<file path="config.mk">
export PLATFORM = sky130hd
export DESIGN_NAME = ebc_bus_ctrl
export DESIGN_NICKNAME = d
export VERILOG_FILES = /design/src/design/ebc_pkg.sv /design/src/design/ebc_area_decode.sv /design/src/design/ebc_bus_ctrl.sv
export SDC_FILE = /design/constraint.sdc
export NUM_CORES = 1
export LEC_CHECK = 0
export ABC_AREA = 0
export BUFFER_PORTS_ARGS = -buffer_cell sky130_fd_sc_hd__buf_2
export CORE_AREA = 8 8 94 181
export DETAILED_ROUTE_END_ITERATION = 16
export DIE_AREA = 0 0 102 189
export HOLD_SLACK_MARGIN = 0.08
export SYNTH_ARGS = -nofsm -noshare
export SYNTH_HDL_FRONTEND = slang
export SYNTH_HIERARCHICAL = 1
export SYNTH_SLANG_ARGS = --single-unit
</file>
<file path="constraint.sdc">
create_clock -name CORE_CLK -period 5.4 [get_ports CORE_CLK]
set_input_delay 1.35 -clock CORE_CLK [delete_from_list [all_inputs] [get_ports CORE_CLK]]
set_output_delay 1.35 -clock CORE_CLK [all_outputs]
set_load 0.02 [all_outputs]
</file>
<file path="src/design/ebc_pkg.sv">
// Constants, types and register map of the external area bus controller
package ebc_pkg;
   typedef enum logic [2:0] {ST_IDLE, ST_T1, ST_T2, ST_TW, ST_T3} ebc_state_t;
   typedef enum logic [1:0] {WM_PROG, WM_NONE, WM_PIN1, WM_AUTO} ebc_wmode_t;

   // Register indices on the control port
   localparam logic [2:0] REG_WIDTH  = 3'h0;
   localparam logic [2:0] REG_STATES = 3'h1;
   localparam logic [2:0] REG_WAITEN = 3'h2;
   localparam logic [2:0] REG_WAIT   = 3'h3;
   localparam logic [2:0] REG_SYSCTL = 3'h4;
   localparam logic [2:0] REG_SELDIR = 3'h5;
   localparam logic [2:0] REG_STATUS = 3'h6;

   localparam logic [7:0] RST_WIDTH  = 8'hff;
   localparam logic [7:0] RST_STATES = 8'hff;
   localparam logic [7:0] RST_WAITEN = 8'hff;
   localparam logic [1:0] RST_WMODE  = 2'h0;
   localparam logic [1:0] RST_WCOUNT = 2'h3;
   localparam logic [3:0] WAIT_RSVD  = 4'hf;
   localparam logic       RST_RAMEN  = 1'b1;
   localparam logic [3:0] RST_SELDIR = 4'h1;

   // Area number position in the address
   localparam int AREA_MSB_1M  = 19;
   localparam int AREA_MSB_16M = 23;

   // Internal region limits, 1-Mbyte and 16-Mbyte modes
   localparam logic [23:0] RAM_LO_1M   = 24'h0fef10;
   localparam logic [23:0] RAM_HI_1M   = 24'h0fff0f;
   localparam logic [23:0] REGS_LO_1M  = 24'h0fff1c;
   localparam logic [23:0] RAM_LO_16M  = 24'hffef10;
   localparam logic [23:0] RAM_HI_16M  = 24'hffff0f;
   localparam logic [23:0] REGS_LO_16M = 24'hffff1c;
   localparam logic [19:0] ADDR_MASK_1M = 20'hfffff;
endpackage

</file>
<file path="src/design/ebc_area_decode.sv">
// Area and internal-region decoder for the external bus controller
`timescale 1ns/100ps
module ebc_area_decode
   import ebc_pkg::*;
(
   input  wire logic [23:0] addr,
   input  wire logic        mode_16m,
   input  wire logic        ram_enable,
   output logic      [2:0]  area,
   output logic             internal
);
   logic [23:0] a_1m;
   logic        in_ram;
   logic        in_regs;

   assign a_1m = {4'h0, addr[19:0] & ADDR_MASK_1M};

   always_comb begin
      // Upper address bits pick one of eight equal areas
      area = mode_16m ? addr[AREA_MSB_16M -: 3] : addr[AREA_MSB_1M -: 3];
      if (mode_16m) begin
         in_ram  = (addr >= RAM_LO_16M) && (addr <= RAM_HI_16M);
         in_regs = (addr >= REGS_LO_16M);
      end else begin
         in_ram  = (a_1m >= RAM_LO_1M) && (a_1m <= RAM_HI_1M);
         in_regs = (a_1m >= REGS_LO_1M);
      end
      // Disabled RAM and the gap fall through to area 7 as external
      internal = (in_ram && ram_enable) || in_regs;
   end
endmodule

</file>
<file path="src/design/ebc_bus_ctrl.sv">
// External area bus controller: area decode, wait states, strobes, selects
//
// Design decisions made here: the placing of the registers and the strobed register port.
`timescale 1ns/100ps
module ebc_bus_ctrl
   import ebc_pkg::*;
(
   input  wire logic        CORE_CLK,
   input  wire logic        RESET,
   input  wire logic [2:0]  REG_ADDR,
   input  wire logic [7:0]  REG_WDATA,
   input  wire logic        REG_WR,
   input  wire logic        REG_RD,
   output logic      [7:0]  REG_RDATA,
   input  wire logic        MODE_16M,
   input  wire logic        REQ,
   input  wire logic [23:0] REQ_ADDR,
   input  wire logic        REQ_WRITE,
   input  wire logic        REQ_WORD,
   input  wire logic [15:0] REQ_WDATA,
   output logic             BUSY,
   output logic             DONE,
   output logic      [15:0] RDATA,
   output logic      [23:0] ADDR,
   input  wire logic [15:0] DATA_IN,
   output logic      [15:0] DATA_OUT,
   output logic             DATA_OE_HI,
   output logic             DATA_OE_LO,
   output logic             RD_N,
   output logic             HIGH_BYTE_WRITE_STROBE_N,
   output logic             LOW_BYTE_WRITE_STROBE_N,
   input  wire logic        WAIT_N,
   output logic      [3:0]  AREA_SELECT_N,
   output logic      [3:0]  AREA_SELECT_OE
);
   logic [7:0]  area_width_sel_q;
   logic [7:0]  area_three_state_sel_q;
   logic [7:0]  area_wait_ctrl_en_q;
   logic [1:0]  wait_mode_q;
   logic [1:0]  wait_count_q;
   logic        internal_ram_enable_q;
   logic [3:0]  sel_dir_q;
   logic [7:0]  reg_rdata_q;
   logic        wait_s1_q, wait_s2_q, wait_s3_q, wait_low_q;
   ebc_state_t  state_q, state_d;
   logic [1:0]  wcnt_q, wcnt_d;
   logic [23:0] addr_q;
   logic [2:0]  area_q;
   logic        internal_q, wide_q, three_q, wce_q, write_q, word_q, split_q;
   ebc_wmode_t  wmode_q;
   logic [1:0]  count_q;
   logic [15:0] wdata_q;
   logic        fin_q, done_q, busy_q;
   logic [15:0] rdata_q;
   logic [2:0]  dec_area;
   logic        dec_internal;
   logic        final_state;
   logic        rd_n_q, hwr_n_q, lwr_n_q, oe_hi_q, oe_lo_q;
   logic [15:0] dout_q;
   logic [3:0]  sel_n_q;

   ebc_area_decode u_decode (
      .addr       (REQ_ADDR),
      .mode_16m   (MODE_16M),
      .ram_enable (internal_ram_enable_q),
      .area       (dec_area),
      .internal   (dec_internal)
   );

   // Control registers
   always_ff @(posedge CORE_CLK) begin
      if (RESET) begin
         area_width_sel_q       <= RST_WIDTH;
         area_three_state_sel_q <= RST_STATES;
         area_wait_ctrl_en_q    <= RST_WAITEN;
         wait_mode_q            <= RST_WMODE;
         wait_count_q           <= RST_WCOUNT;
         internal_ram_enable_q  <= RST_RAMEN;
         sel_dir_q              <= RST_SELDIR;
      end else if (REG_WR) begin
         unique case (REG_ADDR)
            REG_WIDTH:  area_width_sel_q       <= REG_WDATA;
            REG_STATES: area_three_state_sel_q <= REG_WDATA;
            REG_WAITEN: area_wait_ctrl_en_q    <= REG_WDATA;
            REG_WAIT:   {wait_mode_q, wait_count_q} <= REG_WDATA[3:0];
            REG_SYSCTL: internal_ram_enable_q  <= REG_WDATA[0];
            // Select 0 always drives
            REG_SELDIR: sel_dir_q <= {REG_WDATA[3:1], RST_SELDIR[0]};
            default: ;
         endcase
      end
   end

   always_ff @(posedge CORE_CLK) begin
      if (RESET) begin
         reg_rdata_q <= 8'h00;
      end else if (REG_RD) begin
         unique case (REG_ADDR)
            REG_WIDTH:  reg_rdata_q <= area_width_sel_q;
            REG_STATES: reg_rdata_q <= area_three_state_sel_q;
            REG_WAITEN: reg_rdata_q <= area_wait_ctrl_en_q;
            REG_WAIT:   reg_rdata_q <= {WAIT_RSVD, wait_mode_q, wait_count_q};
            REG_SYSCTL: reg_rdata_q <= {7'h00, internal_ram_enable_q};
            REG_SELDIR: reg_rdata_q <= {4'h0, sel_dir_q};
            REG_STATUS: reg_rdata_q <= {3'h0, internal_q, area_q, busy_q};
            default:    reg_rdata_q <= 8'h00;
         endcase
      end else begin
         reg_rdata_q <= 8'h00;
      end
   end

   // Wait request synchroniser; a level counts once stages two and three agree
   always_ff @(posedge CORE_CLK) begin
      if (RESET) begin
         wait_s1_q  <= 1'b1;
         wait_s2_q  <= 1'b1;
         wait_s3_q  <= 1'b1;
         wait_low_q <= 1'b0;
      end else begin
         wait_s1_q <= WAIT_N;
         wait_s2_q <= wait_s1_q;
         wait_s3_q <= wait_s2_q;
         if (wait_s2_q == wait_s3_q) begin
            wait_low_q <= ~wait_s3_q;
         end
      end
   end

   assign final_state = (state_q == ST_T3) || (state_q == ST_T2 && !three_q);

   // Access sequencer
   always_comb begin
      state_d = state_q;
      wcnt_d  = wcnt_q;
      unique case (state_q)
         ST_IDLE: if (REQ && !fin_q) begin
            state_d = ST_T1;
         end
         ST_T1: state_d = ST_T2;
         ST_T2: begin
            if (!three_q) begin
               state_d = split_q ? ST_T1 : ST_IDLE;
            end else if (!wce_q) begin
               state_d = wait_low_q ? ST_TW : ST_T3;
               wcnt_d  = 2'h1;
            end else begin
               unique case (wmode_q)
                  WM_PROG: begin
                     state_d = (count_q != 2'h0) ? ST_TW : ST_T3;
                     wcnt_d  = count_q;
                  end
                  WM_NONE: state_d = ST_T3;
                  WM_PIN1: begin
                     // Count of zero behaves like pin wait mode 0
                     state_d = (count_q != 2'h0 || wait_low_q) ? ST_TW : ST_T3;
                     wcnt_d  = (count_q != 2'h0) ? count_q : 2'h1;
                  end
                  WM_AUTO: begin
                     state_d = (wait_low_q && count_q != 2'h0) ? ST_TW : ST_T3;
                     wcnt_d  = count_q;
                  end
               endcase
            end
         end
         ST_TW: begin
            if (wcnt_q > 2'h1) begin
               wcnt_d = wcnt_q - 2'h1;
            end else if ((!wce_q || wmode_q == WM_PIN1) && wait_low_q) begin
               state_d = ST_TW;
            end else begin
               state_d = ST_T3;
            end
         end
         ST_T3: state_d = split_q ? ST_T1 : ST_IDLE;
         default: state_d = ST_IDLE;
      endcase
   end

   always_ff @(posedge CORE_CLK) begin
      if (RESET) begin
         state_q <= ST_IDLE;
         wcnt_q  <= 2'h0;
      end else begin
         state_q <= state_d;
         wcnt_q  <= wcnt_d;
      end
   end

   // Access attributes latched at acceptance; a word to an 8-bit area runs as two bytes
   always_ff @(posedge CORE_CLK) begin
      if (RESET) begin
         addr_q <= 24'h000000;
         area_q <= 3'h0;
         {internal_q, wide_q, three_q, wce_q, write_q, word_q, split_q} <= 7'h00;
         wmode_q <= WM_PROG;
         count_q <= 2'h0;
         wdata_q <= 16'h0000;
      end else if (state_q == ST_IDLE && REQ && !fin_q) begin
         addr_q     <= REQ_ADDR;
         area_q     <= dec_area;
         internal_q <= dec_internal;
         // Internal accesses run fixed two-state on the full width
         wide_q     <= dec_internal || !area_width_sel_q[dec_area];
         three_q    <= !dec_internal && area_three_state_sel_q[dec_area];
         wce_q      <= area_wait_ctrl_en_q[dec_area];
         wmode_q    <= ebc_wmode_t'(wait_mode_q);
         count_q    <= wait_count_q;
         write_q    <= REQ_WRITE;
         word_q     <= REQ_WORD;
         split_q    <= REQ_WORD && !dec_internal && area_width_sel_q[dec_area];
         wdata_q    <= REQ_WDATA;
      end else if (fin_q && split_q) begin
         // Address moves on only after the first byte has been sampled or written
         addr_q  <= addr_q | 24'h000001;
         split_q <= 1'b0;
      end
   end

   // Completion: data sampled while the pins still show the last state
   always_ff @(posedge CORE_CLK) begin
      if (RESET) begin
         fin_q   <= 1'b0;
         done_q  <= 1'b0;
         busy_q  <= 1'b0;
         rdata_q <= 16'h0000;
      end else begin
         fin_q  <= final_state;
         done_q <= fin_q && !split_q && (state_q != ST_T2 || !three_q);
         busy_q <= (state_d != ST_IDLE) || final_state || fin_q;
         if (fin_q && !write_q) begin
            if (internal_q) begin
               rdata_q <= 16'h0000;
            end else if (!wide_q) begin
               // Only the upper half carries data in 8-bit areas
               if (word_q && addr_q[0]) begin
                  rdata_q[7:0] <= DATA_IN[15:8];
               end else if (word_q) begin
                  rdata_q[15:8] <= DATA_IN[15:8];
               end else begin
                  rdata_q <= {8'h00, DATA_IN[15:8]};
               end
            end else if (word_q) begin
               rdata_q <= DATA_IN;
            end else begin
               rdata_q <= {8'h00, addr_q[0] ? DATA_IN[7:0] : DATA_IN[15:8]};
            end
         end
      end
   end

   // Pin drivers, registered from the sequencer state
   always_ff @(posedge CORE_CLK) begin
      if (RESET) begin
         rd_n_q  <= 1'b1;
         hwr_n_q <= 1'b1;
         lwr_n_q <= 1'b1;
         oe_hi_q <= 1'b0;
         oe_lo_q <= 1'b0;
         dout_q  <= 16'h0000;
         sel_n_q <= 4'hf;
      end else begin
         rd_n_q  <= !(state_q != ST_IDLE && !internal_q && !write_q);
         hwr_n_q <= 1'b1;
         lwr_n_q <= 1'b1;
         oe_hi_q <= 1'b0;
         oe_lo_q <= 1'b0;
         dout_q  <= 16'h0000;
         if (state_q != ST_IDLE && !internal_q && write_q) begin
            if (!wide_q) begin
               // Low strobe stays high in 8-bit areas
               oe_hi_q <= 1'b1;
               dout_q  <= {(word_q && !addr_q[0]) ? wdata_q[15:8] : wdata_q[7:0], 8'h00};
               hwr_n_q <= (state_q == ST_T1);
            end else if (word_q) begin
               oe_hi_q <= 1'b1;
               oe_lo_q <= 1'b1;
               dout_q  <= wdata_q;
               hwr_n_q <= (state_q == ST_T1);
               lwr_n_q <= (state_q == ST_T1);
            end else if (addr_q[0]) begin
               oe_lo_q <= 1'b1;
               dout_q  <= {8'h00, wdata_q[7:0]};
               lwr_n_q <= (state_q == ST_T1);
            end else begin
               oe_hi_q <= 1'b1;
               dout_q  <= {wdata_q[7:0], 8'h00};
               hwr_n_q <= (state_q == ST_T1);
            end
         end
         // Select of areas 0 to 3 follows the decoded area for the whole cycle including waits
         sel_n_q <= 4'hf;
         if (state_q != ST_IDLE && !internal_q && area_q[2] == 1'b0) begin
            sel_n_q[area_q[1:0]] <= 1'b0;
         end
      end
   end

   assign REG_RDATA                = reg_rdata_q;
   assign BUSY                     = busy_q;
   assign DONE                     = done_q;
   assign RDATA                    = rdata_q;
   assign ADDR                     = addr_q;
   assign DATA_OUT                 = dout_q;
   assign DATA_OE_HI               = oe_hi_q;
   assign DATA_OE_LO               = oe_lo_q;
   assign RD_N                     = rd_n_q;
   assign HIGH_BYTE_WRITE_STROBE_N = hwr_n_q;
   assign LOW_BYTE_WRITE_STROBE_N  = lwr_n_q;
   assign AREA_SELECT_N            = sel_n_q;
   assign AREA_SELECT_OE           = sel_dir_q;

   property p_two_state_no_wait;
      @(posedge CORE_CLK) disable iff (RESET) (state_q == ST_TW) |-> three_q;
   endproperty
   a_two_state_no_wait: assert property (p_two_state_no_wait) else $error("wait in two-state area");

   property p_lwr_8bit;
      @(posedge CORE_CLK) disable iff (RESET)
         (state_q != ST_IDLE && !wide_q) |=> LOW_BYTE_WRITE_STROBE_N;
   endproperty
   a_lwr_8bit: assert property (p_lwr_8bit) else $error("low strobe active in 8-bit area");

   property p_prog_three;
      @(posedge CORE_CLK) disable iff (RESET)
         (state_q == ST_T2 && three_q && wce_q && wmode_q == WM_PROG && count_q == 2'h3)
         |=> (state_q == ST_TW) [*3] ##1 (state_q == ST_T3);
   endproperty
   a_prog_three: assert property (p_prog_three) else $error("programmable wait count wrong");

   property p_auto_one;
      @(posedge CORE_CLK) disable iff (RESET)
         (state_q == ST_T2 && three_q && wce_q && wmode_q == WM_AUTO && count_q == 2'h1
          && wait_low_q) |=> (state_q == ST_TW) ##1 (state_q == ST_T3);
   endproperty
   a_auto_one: assert property (p_auto_one) else $error("auto-wait inserted wrong count");

   property p_pin1_hold;
      @(posedge CORE_CLK) disable iff (RESET)
         (state_q == ST_TW && wcnt_q == 2'h1 && wce_q && wmode_q == WM_PIN1 && wait_low_q)
         |=> (state_q == ST_TW);
   endproperty
   a_pin1_hold: assert property (p_pin1_hold) else $error("pin wait 1 did not extend");

   property p_sel0_hold;
      @(posedge CORE_CLK) disable iff (RESET)
         (state_q != ST_IDLE && !internal_q && area_q == 3'h0) |=> !AREA_SELECT_N[0];
   endproperty
   a_sel0_hold: assert property (p_sel0_hold) else $error("area 0 select not held");

   property p_word_both;
      @(posedge CORE_CLK) disable iff (RESET)
         (state_q == ST_T2 && write_q && word_q && wide_q && !internal_q)
         |=> (!HIGH_BYTE_WRITE_STROBE_N && !LOW_BYTE_WRITE_STROBE_N);
   endproperty
   a_word_both: assert property (p_word_both) else $error("word write strobes not paired");

   property p_read_strobe;
      @(posedge CORE_CLK) disable iff (RESET)
         (state_q == ST_T2 && !write_q && !internal_q)
         |=> (!RD_N && HIGH_BYTE_WRITE_STROBE_N && LOW_BYTE_WRITE_STROBE_N
              && !DATA_OE_HI && !DATA_OE_LO);
   endproperty
   a_read_strobe: assert property (p_read_strobe) else $error("read strobing wrong");

   property p_odd_byte;
      @(posedge CORE_CLK) disable iff (RESET)
         (state_q == ST_T2 && write_q && !word_q && wide_q && !internal_q && addr_q[0])
         |=> (!LOW_BYTE_WRITE_STROBE_N && HIGH_BYTE_WRITE_STROBE_N);
   endproperty
   a_odd_byte: assert property (p_odd_byte) else $error("odd byte write strobe wrong");

   property p_internal_quiet;
      @(posedge CORE_CLK) disable iff (RESET)
         (state_q != ST_IDLE && internal_q) |=> (RD_N && AREA_SELECT_N == 4'hf);
   endproperty
   a_internal_quiet: assert property (p_internal_quiet) else $error("internal access on pins");

   property p_reset_dir;
      @(posedge CORE_CLK) RESET |=> (AREA_SELECT_OE == RST_SELDIR);
   endproperty
   a_reset_dir: assert property (p_reset_dir) else $error("select direction after reset");

   c_prog_wait: cover property (@(posedge CORE_CLK) disable iff (RESET)
      state_q == ST_TW && wmode_q == WM_PROG);
   c_pin1_extend: cover property (@(posedge CORE_CLK) disable iff (RESET)
      state_q == ST_TW && wmode_q == WM_PIN1 && wcnt_q == 2'h1 && wait_low_q);
   c_split_word: cover property (@(posedge CORE_CLK) disable iff (RESET)
      final_state && split_q);
   c_internal: cover property (@(posedge CORE_CLK) disable iff (RESET)
      state_q == ST_T2 && internal_q);
endmodule

</file>
# After elaboration in Yosys (flattened, before gate mapping)
# Cells that the tools add are included.
totals:
  register_bits: 147
  inputBits: 76
  out_inout_bits: 79
  word_cells: 197
op_classes:
  add_sub_neg: 1
  n_lt_le_gt_ge: 10
  eq_ne: 20
  muxes: 56
  bitwise_logic: 7
  reduce_logical: 63
op_table:
  columns: ["op", "count"]
  rows:
  - ["2-to-1 mux 16 bit", 6]
  - ["one-hot mux 8 bit (7 select lines)", 1]
  - [">= comparator 24 bit (second input constant)", 2]
  - ["2-to-1 mux 8 bit", 6]
  - [">= comparator 20 bit (second input constant)", 2]
  - ["2-to-1 mux 3 bit", 10]
  - ["<= comparator 24 bit (second input constant)", 1]
  - ["2-to-1 mux 24 bit", 1]
  - ["logical AND 1 bit", 23]
  - ["<= comparator 20 bit (second input constant)", 1]
  - ["2-to-1 mux 1 bit", 20]
  - ["AND reduction 2 bit", 8]
  - ["one-hot mux 3 bit (5 select lines)", 1]
  - ["== test 3 x 2 -> 1 bit (second input constant)", 4]
  - ["== test 3 bit (second input constant)", 4]
  - ["one-hot mux 3 bit (4 select lines)", 1]
  - ["zero test 1 bit", 10]
  - ["binary-select mux 1 bit (select 3 bit)", 3]
  - ["logical OR 1 bit", 8]
  - ["2-to-1 mux 2 bit", 4]
  - ["inequality test 4 x 3 -> 1 bit (second input constant)", 2]
  - ["one-hot mux 2 bit (2 select lines)", 2]
  - ["OR reduction 2 bit", 4]
  - ["== test 3 x 1 -> 1 bit (second input constant)", 2]
  - ["other kinds (20)", 31]

# Logic depth before layout (Yosys ltp)
# Gate-level depths: netlist (run 1).
logic_depth:
  ltp_word: 10
  depth_mapped: 7
  ltp_nobuf: 7

# Cells and area by module
# The synthesis (run 1) kept the hierarchy.
modules_own_cells:
  columns: ["mod", "n_inst", "cells_each", "area_each_um2", "seq_area_each_um2"]
  rows:
  - ["ebc_bus_ctrl", 1, 690, 5903.2, 2942.8]
  - ["ebc_area_decode", 1, 16, 116.4, 0.0]

# Worst setup path before layout (run 1)
# OpenSTA, ideal clock, no wires.
synth_path:
  path_kind: "input -> register"
  from: "input port MODE_16M"
  to: "register wide_q"
  setup_time_ps: 86
  arrival_ps: 2640
  t_required_ps: 5314
  setup_slack_ps: 2674
  stages: 6
  path_buffers: 1
  path_cell_list: "mux2_2 > buf_2 > mux4_2 > mux2i_1 > nor2_1 > a211oi_1"
synth_via:
  elab_chain_len: 5
  word_cells_on_any_way: 9
  cone_classes: "mux (5); reduce/logical (4)"
synth_rtl:
  columns: ["item", "line_no", "text"]
  rows:
  - ["start, declared", "ebc_bus_ctrl.sv:15", "input wire logic MODE_16M,"]
  - ["2-to-1 mux 3 bit", "ebc_area_decode.sv:20", "area = mode_16m ? addr[AREA_MSB_16M -: 3] : addr[AREA_MSB_1M -: 3];"]
  - ["binary-select mux 1 bit (select 3 bit)", "ebc_bus_ctrl.sv:204", "wide_q <= dec_internal || !area_width_sel_q[dec_area];"]
  - ["2-to-1 mux 1 bit (implied by the code)", "ebc_bus_ctrl.sv:204", null]
  - ["zero test 1 bit", "ebc_bus_ctrl.sv:204", null]
  - ["logical OR 1 bit *", "ebc_bus_ctrl.sv:204", null]
  - ["end signal, assigned", "ebc_bus_ctrl.sv:204", null]
  - ["end, declared", "ebc_bus_ctrl.sv:49", "logic internal_q, wide_q, three_q, wce_q, write_q, word_q, split_q;"]
# Mark *: on every way between the ends. The rest lies on a longest branch, timed or not. The select of a mux whose other input is x is not followed.
# A chain may end at the register's enable or synchronous reset.

# Worst setup path in the final report (run 1)
layout_path:
  from: "input port RESET"
  to: "register dout_q[2] (netlist: DATA_OUT[2])"
layout_via:
  elab_chain_len: 1
layout_rtl:
  columns: ["item", "line_no", "text"]
  rows:
  - ["start, declared", "ebc_bus_ctrl.sv:9", "input wire logic RESET,"]
  - ["OR reduction 3 bit (no line)", null, null]
  - ["end signal, assigned", "ebc_bus_ctrl.sv:273", "dout_q <= {(word_q && !addr_q[0]) ? wdata_q[15:8] : wdata_q[7:0], 8'h00};"]
  - ["end signal, assigned", "ebc_bus_ctrl.sv:278", "dout_q <= wdata_q;"]
  - ["end signal, assigned", "ebc_bus_ctrl.sv:283", "dout_q <= {8'h00, wdata_q[7:0]};"]
  - ["end, declared", "ebc_bus_ctrl.sv:59", "logic [15:0] dout_q;"]
# No other way between the ends.

==> results.txt, run 1 <==
Outcome -> completed
FILL cells -> 1,460
Final Critical Period -> 2.78 ns
Crit path from -> RESET
Final-stage net count -> 925
Synth async-reset ratio -> 0%
Count of input and output buffers -> 153
CTS H-tree depth -> 4
Critical path type -> input pin to flop
Cell Area, Placed -> 6910 um2
Most common cell in the netlist -> nand2_1
Buf+Inv Stages, Crit Path -> 1
Critical path, cell by cell -> buf_4 -> nor2_1 -> nand3_1 -> nor2_1 -> and2_1
Worst Hold Class -> flop to flop
Clk_lat worst skew -> 0.41 ns
Critical hold path startpoint -> wait_s1_q$_SDFF_PP1_
Synth Register Bits -> 147
EDFF count, synth -> 0
Total GRT Usage -> 17.9%
Arr. time, crit path -> 3.13 ns
Final Max Slew Viols -> 0
Yosys top cell area share -> 48.9%
First-pass GRT wire length -> 27.3 mm
Initial antenna violation count -> 1
Max FO, Critical Path -> 30
DRC -> 0
RSZ-0062 raised after global routing -> no
CP max-delay cell -> nor2_1
CP Data Required Time -> 5.75 ns
Max Cap Viol -> 0
CTS tree -> done
TritonRoute pass-1 iters -> 4
Max-Slew Margin vs Limit -> 17.6%
Post-Syn Nets -> 786
Post-route ant nets -> 0
Die area -> 19,300 um2
Main area contributors after synthesis -> dfxtp_1 (49%), nand2_1 (11%), a21oi_1 (6.1%)
Vias in the first global route -> 5,296
Core area -> 14,700 um2
Worst Hold Depth -> 1
Area Overhead vs Synth -> 24.7%
Fmax -> 0.360 GHz
Synth Cell Area -> 6020 um2
Final setup viols -> 0
DRT iter0 DRCs -> 296
CP Capture Type -> flop
Slew @ Worst Pin -> 1.23 ns
Vias -> 5,372
Pwr Density -> 349 nW/um2
Ys Warns -> 6
Clk Tree Root Cell -> clkbuf_16
Area leader, netlist -> dfxtp_1
Crit-path max cell delay -> 0.78 ns
Final clock skew -> 0.00918 ns
Period utilization -> 51.5%
Post-CTS setup buffers -> 0
Path depth of the worst reg2reg path -> 4
R2r setup slk -> 3.23 ns
Cell count after synthesis -> 706
CTS sink count -> 147
Cts repair resizes -> 0
Clock slew at the register clock pins of the worst setup and hold paths -> 0.06 ns
Crit-path leading delay family -> simple AND/OR/NAND/NOR gates
Post-synth top flop -> dfxtp_1
CTS buffer count -> 17
Register area share after synthesis -> 48.9%
Final-report hold violation count -> 0
Gp weighted congestion -> 0.822
Vias per cell -> 5.10
Max VDD drop -> 235 uV
Overflow after GRT -> 0
Avg WL per Cell -> 16.2 um
Finished Cell Area -> 7500 um2
Hold buffers post-CTS -> 0
Type of element launching the critical path -> input pin
Deepest clock path buffer count -> 2
Initial Util -> 41.1%
Top Ports -> 155
Setup TNS Final -> 0 ns
Share of cells above drive strength 1 -> 26.2%
Synth cell types -> 52
Hpwl dp -> 12.5 mm
FP Rows -> 63
CP most frequent cell -> nor2_1
WHS Endpoint -> wait_s2_q$_SDFF_PP1_
Mean Syn Cell Area -> 8.53 um2
FF-to-FF End -> DATA_OUT[2]$_SDFF_PP0_
Pin count of the biggest net entering global routing -> 83
Leakage -> 3.24 nW
Routed wire length -> 17.1 mm
Die H -> 189 um
Reg-to-Reg Start -> state_q[0]$_SDFF_PP0_
Post-synth top cells -> nand2_1 (179), dfxtp_1 (147), a21oi_1 (73), nor2_1 (59), nand3b_1 (28)
Die W -> 102 um
-- layer usage --
metal	track usage (%)	share of wire, %
met3	4.93	6.8
met2	29.3	48
met4	5.92	1.6
met5	0	0
met1	21.7	44
-- layout make-up --
cell class	count	area (um2)	share of cell area (%)
Antenna cell	1	2.50	0.0333
Clock buffer	17	425	5.67
Clock inverter	15	168	2.23
Inverter	9	33.8	0.450
Multi-Input combinational cell	515	2900	38.7
Sequential cell	147	2940	39.2
Tap cell	195	244	3.25
Timing Repair Buffer	155	783	10.4
-- where the power goes --
group | switching, W | total, W | internal, W
Sequential | 0.0000381 | 0.00117 | 0.00113
Clock | 0.000504 | 0.00116 | 0.000659
Combinational | 0.000178 | 0.000285 | 0.000108
-- worst max-delay path by stage --
| stage | slack [ns] | cells after the start | end |
|---|---|---|---|
| 2_1_floorplan | 2.67 | 6 | wide_q$_SDFFE_PP0P_ |
| 6_report | 2.62 | 5 | DATA_OUT[2]$_SDFF_PP0_ |
| 3_3_place_gp | 2.10 | 5 | DATA_OUT[3]$_SDFF_PP0_ |
| 3_5_place_dp | 2.10 | 5 | DATA_OUT[2]$_SDFF_PP0_ |
| 5_1_grt | 2.51 | 5 | DATA_OUT[2]$_SDFF_PP0_ |
| 4_1_cts | 2.55 | 5 | DATA_OUT[2]$_SDFF_PP0_ |
-- metrics by stage --
step	setup WS (ns)	utilization, %	total power, W	instances	hold slack, ns
final	2.62	51.2	0.00262	1054	0.414
after global routing	2.51	51.2	0.00273	1054	0.443
after CTS	2.55	51.2	0.00264	1053	0.418
after detailed placement	2.10	47.1	0.00148	1021	0.398
after global placement	2.10	47.1	0.00148	1021	0.402
after floorplan	2.67	-	0.00137	706	0.389
-- registers in the layout (all words and copies together), names as in the netlist, 2 cells and up --
name / cells
area_width_sel_q: 8
wdata_q: 16
area_q: 3
AREA_SELECT_N: 4
RDATA: 16
ADDR: 24
area_wait_ctrl_en_q: 8
wcnt_q: 2
count_q: 2
AREA_SELECT_OE: 3
area_three_state_sel_q: 8
wait_mode_q: 2
DATA_OUT: 16
state_q: 3
wmode_q: 2
wait_count_q: 2
REG_RDATA: 8
-- cell usage in the layout, fill, tap and decap left out, types with 12 or more instances in the layout --
cell       Yosys  final
nand2_1      179    179
buf_2          9    152
dfxtp_1      147    147
a21oi_1       73     73
nor2_1        59     58
nand3b_1      28     28
a22oi_1       20     20
nand3_1       19     19
mux2_2        17     17
clkbuf_16      0     17
and2_1        12     12
-- cell families after synthesis --
family                   count (synthesis)  share of synthesized area (%)
flip-flops                             147                           48.9
AND/OR/NAND/NOR                        343                           26.3
AO/OA/AOI/OAI                          134                           13.8
other                                    1                         0.0623
adder cells (fa/ha/maj)                  5                          0.998
multiplexers                            32                           6.92
buffers and inverters                   44                           2.99
(Power assumes the default switching activity.)
==> run 2: changes to the inputs <==
--- a/config.mk
+++ b/config.mk
@@ -5,12 +5,13 @@
 export SDC_FILE = /design/constraint.sdc
 export NUM_CORES = 1
 export LEC_CHECK = 0
-export ABC_AREA = 0
+export ABC_AREA = 1
 export BUFFER_PORTS_ARGS = -buffer_cell sky130_fd_sc_hd__buf_2
-export CORE_AREA = 8 8 94 181
+export CORE_AREA = 8 8 95 182
 export DETAILED_ROUTE_END_ITERATION = 16
-export DIE_AREA = 0 0 102 189
+export DIE_AREA = 0 0 103 190
 export HOLD_SLACK_MARGIN = 0.08
+export PLACE_DENSITY = 0.67
 export SYNTH_ARGS = -nofsm -noshare
 export SYNTH_HDL_FRONTEND = slang
 export SYNTH_HIERARCHICAL = 1
==> constraint.sdc (replaced) <==
create_clock -name CORE_CLK -period 2.5 [get_ports CORE_CLK]
set_input_delay 0.625 -clock CORE_CLK [delete_from_list [all_inputs] [get_ports CORE_CLK]]
set_output_delay 0.625 -clock CORE_CLK [all_outputs]
set_load 0.02 [all_outputs]
==> run 2 against run 1 <==
  * Final area up 2.1%
  * Clock-buffer cell count up 2
  * Combinational power grew to 2.5 times the previous value
  * Sequential share of layout area down 0.80 points
  * Critical path depth stayed put
  * Via count up 11%
==> results.txt, run 2 <==
Outcome -> completed (unchanged)
FILL cells -> 1,520 (was 1,460)
Max VDD drop -> 476 uV (was 235 uV)
Post-synth top flop -> dfxtp_1 (unchanged)
CTS tree -> done (unchanged)
Gp weighted congestion -> 1.02 (was 0.822)
Post-Syn Nets -> 909 (was 786)
Synth async-reset ratio -> 0% (unchanged)
Arr. time, crit path -> 2.15 ns (was 3.13 ns)
Slew @ Worst Pin -> 0.492 ns (was 1.23 ns)
Die W -> 103 um (was 102 um)
Fmax -> 0.536 GHz
Final Max Slew Viols -> 0 (unchanged)
Top Ports -> 155 (unchanged)
Main area contributors after synthesis -> dfxtp_1 (48%), nand2_1 (13%), a21oi_1 (8.2%) (was dfxtp_1 (49%), nand2_1 (11%), a21oi_1 (6.1%))
Die H -> 190 um (was 189 um)
Final clock skew -> 0.00888 ns (was 0.00918 ns)
First-pass GRT wire length -> 29.0 mm (was 27.3 mm)
Most common cell in the netlist -> nand2_1 (unchanged)
Pin count of the biggest net entering global routing -> 57 (was 83)
Area leader, netlist -> dfxtp_1 (unchanged)
Area Overhead vs Synth -> 24.8% (was 24.7%)
Final-stage net count -> 1,060 (was 925)
Avg WL per Cell -> 15.8 um (was 16.2 um)
Cts repair resizes -> 0 (unchanged)
Most frequent cells in the layout -> nand2_1 (220), buf_2 (153), dfxtp_1 (147), a21oi_1 (100), inv_1 (84) (was nand2_1 (179), buf_2 (152), dfxtp_1 (147), a21oi_1 (73), nor2_1 (58))
Multi-input gate area -> 2700 um2 (was 2900 um2)
Overflow after GRT -> 0 (unchanged)
Count of input and output buffers -> 153 (unchanged)
Cell Area, Placed -> 7110 um2 (was 6910 um2)
Post-CTS setup buffers -> 0 (unchanged)
Final Critical Period -> 1.87 ns
Vias in the first global route -> 5,862 (was 5,296)
Clk Tree Root Cell -> clkbuf_16 (unchanged)
Vias -> 5,988 (was 5,372)
Routed wire length -> 18.8 mm (was 17.1 mm)
Max reg flops -> 24 (unchanged)
Leakage -> 3.50 nW (was 3.24 nW)
RSZ-0062 raised after global routing -> no (unchanged)
Core area -> 14,800 um2 (was 14,700 um2)
FP Rows -> 63 (unchanged)
Yosys top cell area share -> 47.9% (was 48.9%)
Hold buffers post-CTS -> 0 (unchanged)
Worst Hold Depth -> 2 (was 1)
Critical path type -> flop to flop (was input pin to flop)
Die area -> 19,600 um2 (was 19,300 um2)
Finished Cell Area -> 7660 um2 (was 7500 um2)
EDFF count, synth -> 0 (unchanged)
Synth cell types -> 36 (was 52)
CTS buffer count -> 17 (unchanged)
Clock slew at the register clock pins of the worst setup and hold paths -> 0.06 ns (about the same)
DRC -> 0 (unchanged)
CP Capture Type -> flop (unchanged)
TritonRoute pass-1 iters -> 5 (was 4)
DRT iter0 DRCs -> 218 (was 296)
Post-synth top cells -> nand2_1 (220), dfxtp_1 (147), a21oi_1 (100), inv_1 (84), o21ai_0 (54) (was nand2_1 (179), dfxtp_1 (147), a21oi_1 (73), nor2_1 (59), nand3b_1 (28))
Vias per cell -> 5.03 (was 5.10)
Synth Cell Area -> 6140 um2 (was 6020 um2)
CP Data Required Time -> 2.79 ns (was 5.75 ns)
Synth Register Bits -> 147 (unchanged)
Final-report hold violation count -> 0 (unchanged)
Deepest clock path buffer count -> 2 (unchanged)
Share of cells above drive strength 1 -> 22.6% (was 26.2%)
Path depth of the worst reg2reg path -> 5 (was 4)
Period utilization -> 74.7%
CTS H-tree depth -> 4 (unchanged)
Placed insts -> 1,156 (was 1,021)
Final setup viols -> 0 (unchanged)
Worst Hold Class -> input pin to flop (was flop to flop)
Pwr Density -> 732 nW/um2 (was 349 nW/um2)
Max-Slew Margin vs Limit -> 67.0% (was 17.6%)
Cell count after synthesis -> 829 (was 706)
Setup TNS Final -> 0 ns (unchanged)
Type of element launching the critical path -> flop (was input pin)
Mean Syn Cell Area -> 7.41 um2 (was 8.53 um2)
Register area share after synthesis -> 47.9% (was 48.9%)
Most common cell after layout, fill and taps aside -> nand2_1 (unchanged)
CTS sink count -> 147 (unchanged)
Initial antenna violation count -> 2 (was 1)
Total GRT Usage -> 19.3% (was 17.9%)
Clk_lat worst skew -> 0.42 ns (was 0.41 ns)
Post-route ant nets -> 0 (unchanged)
R2r setup slk -> 0.63 ns (was 3.23 ns)
FF+latch area -> 2940 um2 (unchanged)
Max Cap Viol -> 0 (unchanged)
Post-Layout Cell Count -> 1,190 (was 1,054)
Max FO, Critical Path -> 17 (was 30)
Ys Warns -> 6 (unchanged)
Initial Util -> 41.4% (was 41.1%)
Hpwl dp -> 14.6 mm (was 12.5 mm)
-- run 2: changes by cell type in the layout (fill, tap and decap cells not counted), moves of 17 or more --
cell      change
a21oi_1      +27
inv_1        +75
nand3_1      +23
o21ai_0      +44
mux2_2       -17
nand3b_1     -28
nand2_1      +41
a22oi_1      -19
-- run 2: metrics by stage --
step	total power [W]	setup WS [ns]	utilization, %	hold slack [ns]
after floorplan	0.00304	0.878	-	0.389
after global placement	0.00331	0.583	48.0	0.411
after detailed placement	0.00332	0.539	48.0	0.413
after CTS	0.00568	0.634	51.7	0.367
after global routing	0.00585	0.480	51.7	0.382
final	0.00561	0.633	51.7	0.387
-- run 2: metal layers --
layer / global-route usage, % / up-vias / routed length (um)
li1: - / 3041 / -
met4: 13.5 / 0 / 957
met2: 37.1 / 165 / 10700
met1: 17.2 / 2728 / 6350
met5: 0 / - / 0
met3: 3.11 / 54 / 791
-- run 2: final cells by class --
cell class,instances,share of cell area [%]
timing repair buffer,165,11.5
clock inverter,13,1.36
antenna,2,0.0653
inverter,90,4.44
multi-input combinational,559,35.2
clock buffer,19,5.78
sequential,147,38.4
tap,195,3.19
-- run 2: path summary, 6_finish.rpt --
check | endpoint | from
worst min-delay path | wait_s1_q$_SDFF_PP1_ | WAIT_N
worst min register to register | AREA_SELECT_N[1]$_SDFF_PP1_ | area_q[0]$_SDFFE_PP0P_
worst max-delay path | RDATA[0]$_SDFFE_PP0P_ | word_q$_SDFFE_PP0P_
worst max register to register | RDATA[0]$_SDFFE_PP0P_ | word_q$_SDFFE_PP0P_
-- run 2: worst max-delay path, stage by stage, from the launching register on --
cell	delay (ns)
dfxtp_1	0.63
nand2_2	0.34
o31ai_4	0.46
nor2_2	0.16
nand2_1	0.10
a21oi_1	0.05
-- run 2: cell families after synthesis --
logic type,count (synthesis),synth area share [%]
compound gates,212,19.6
fa+ha+maj,4,0.815
buf+inv,123,8.09
flops,147,47.9
other cells,1,0.0611
simple gates,342,23.5
-- run 2: where the power goes --
group,total (W),leakage [nW],switching (W),internal [W]
sequential,0.00254,1.20,0.0000845,0.00246
clock,0.00234,0.253,0.00103,0.00131
combinational,0.000725,2.05,0.000478,0.000247
total,0.00561,3.50,0.00159,0.00402
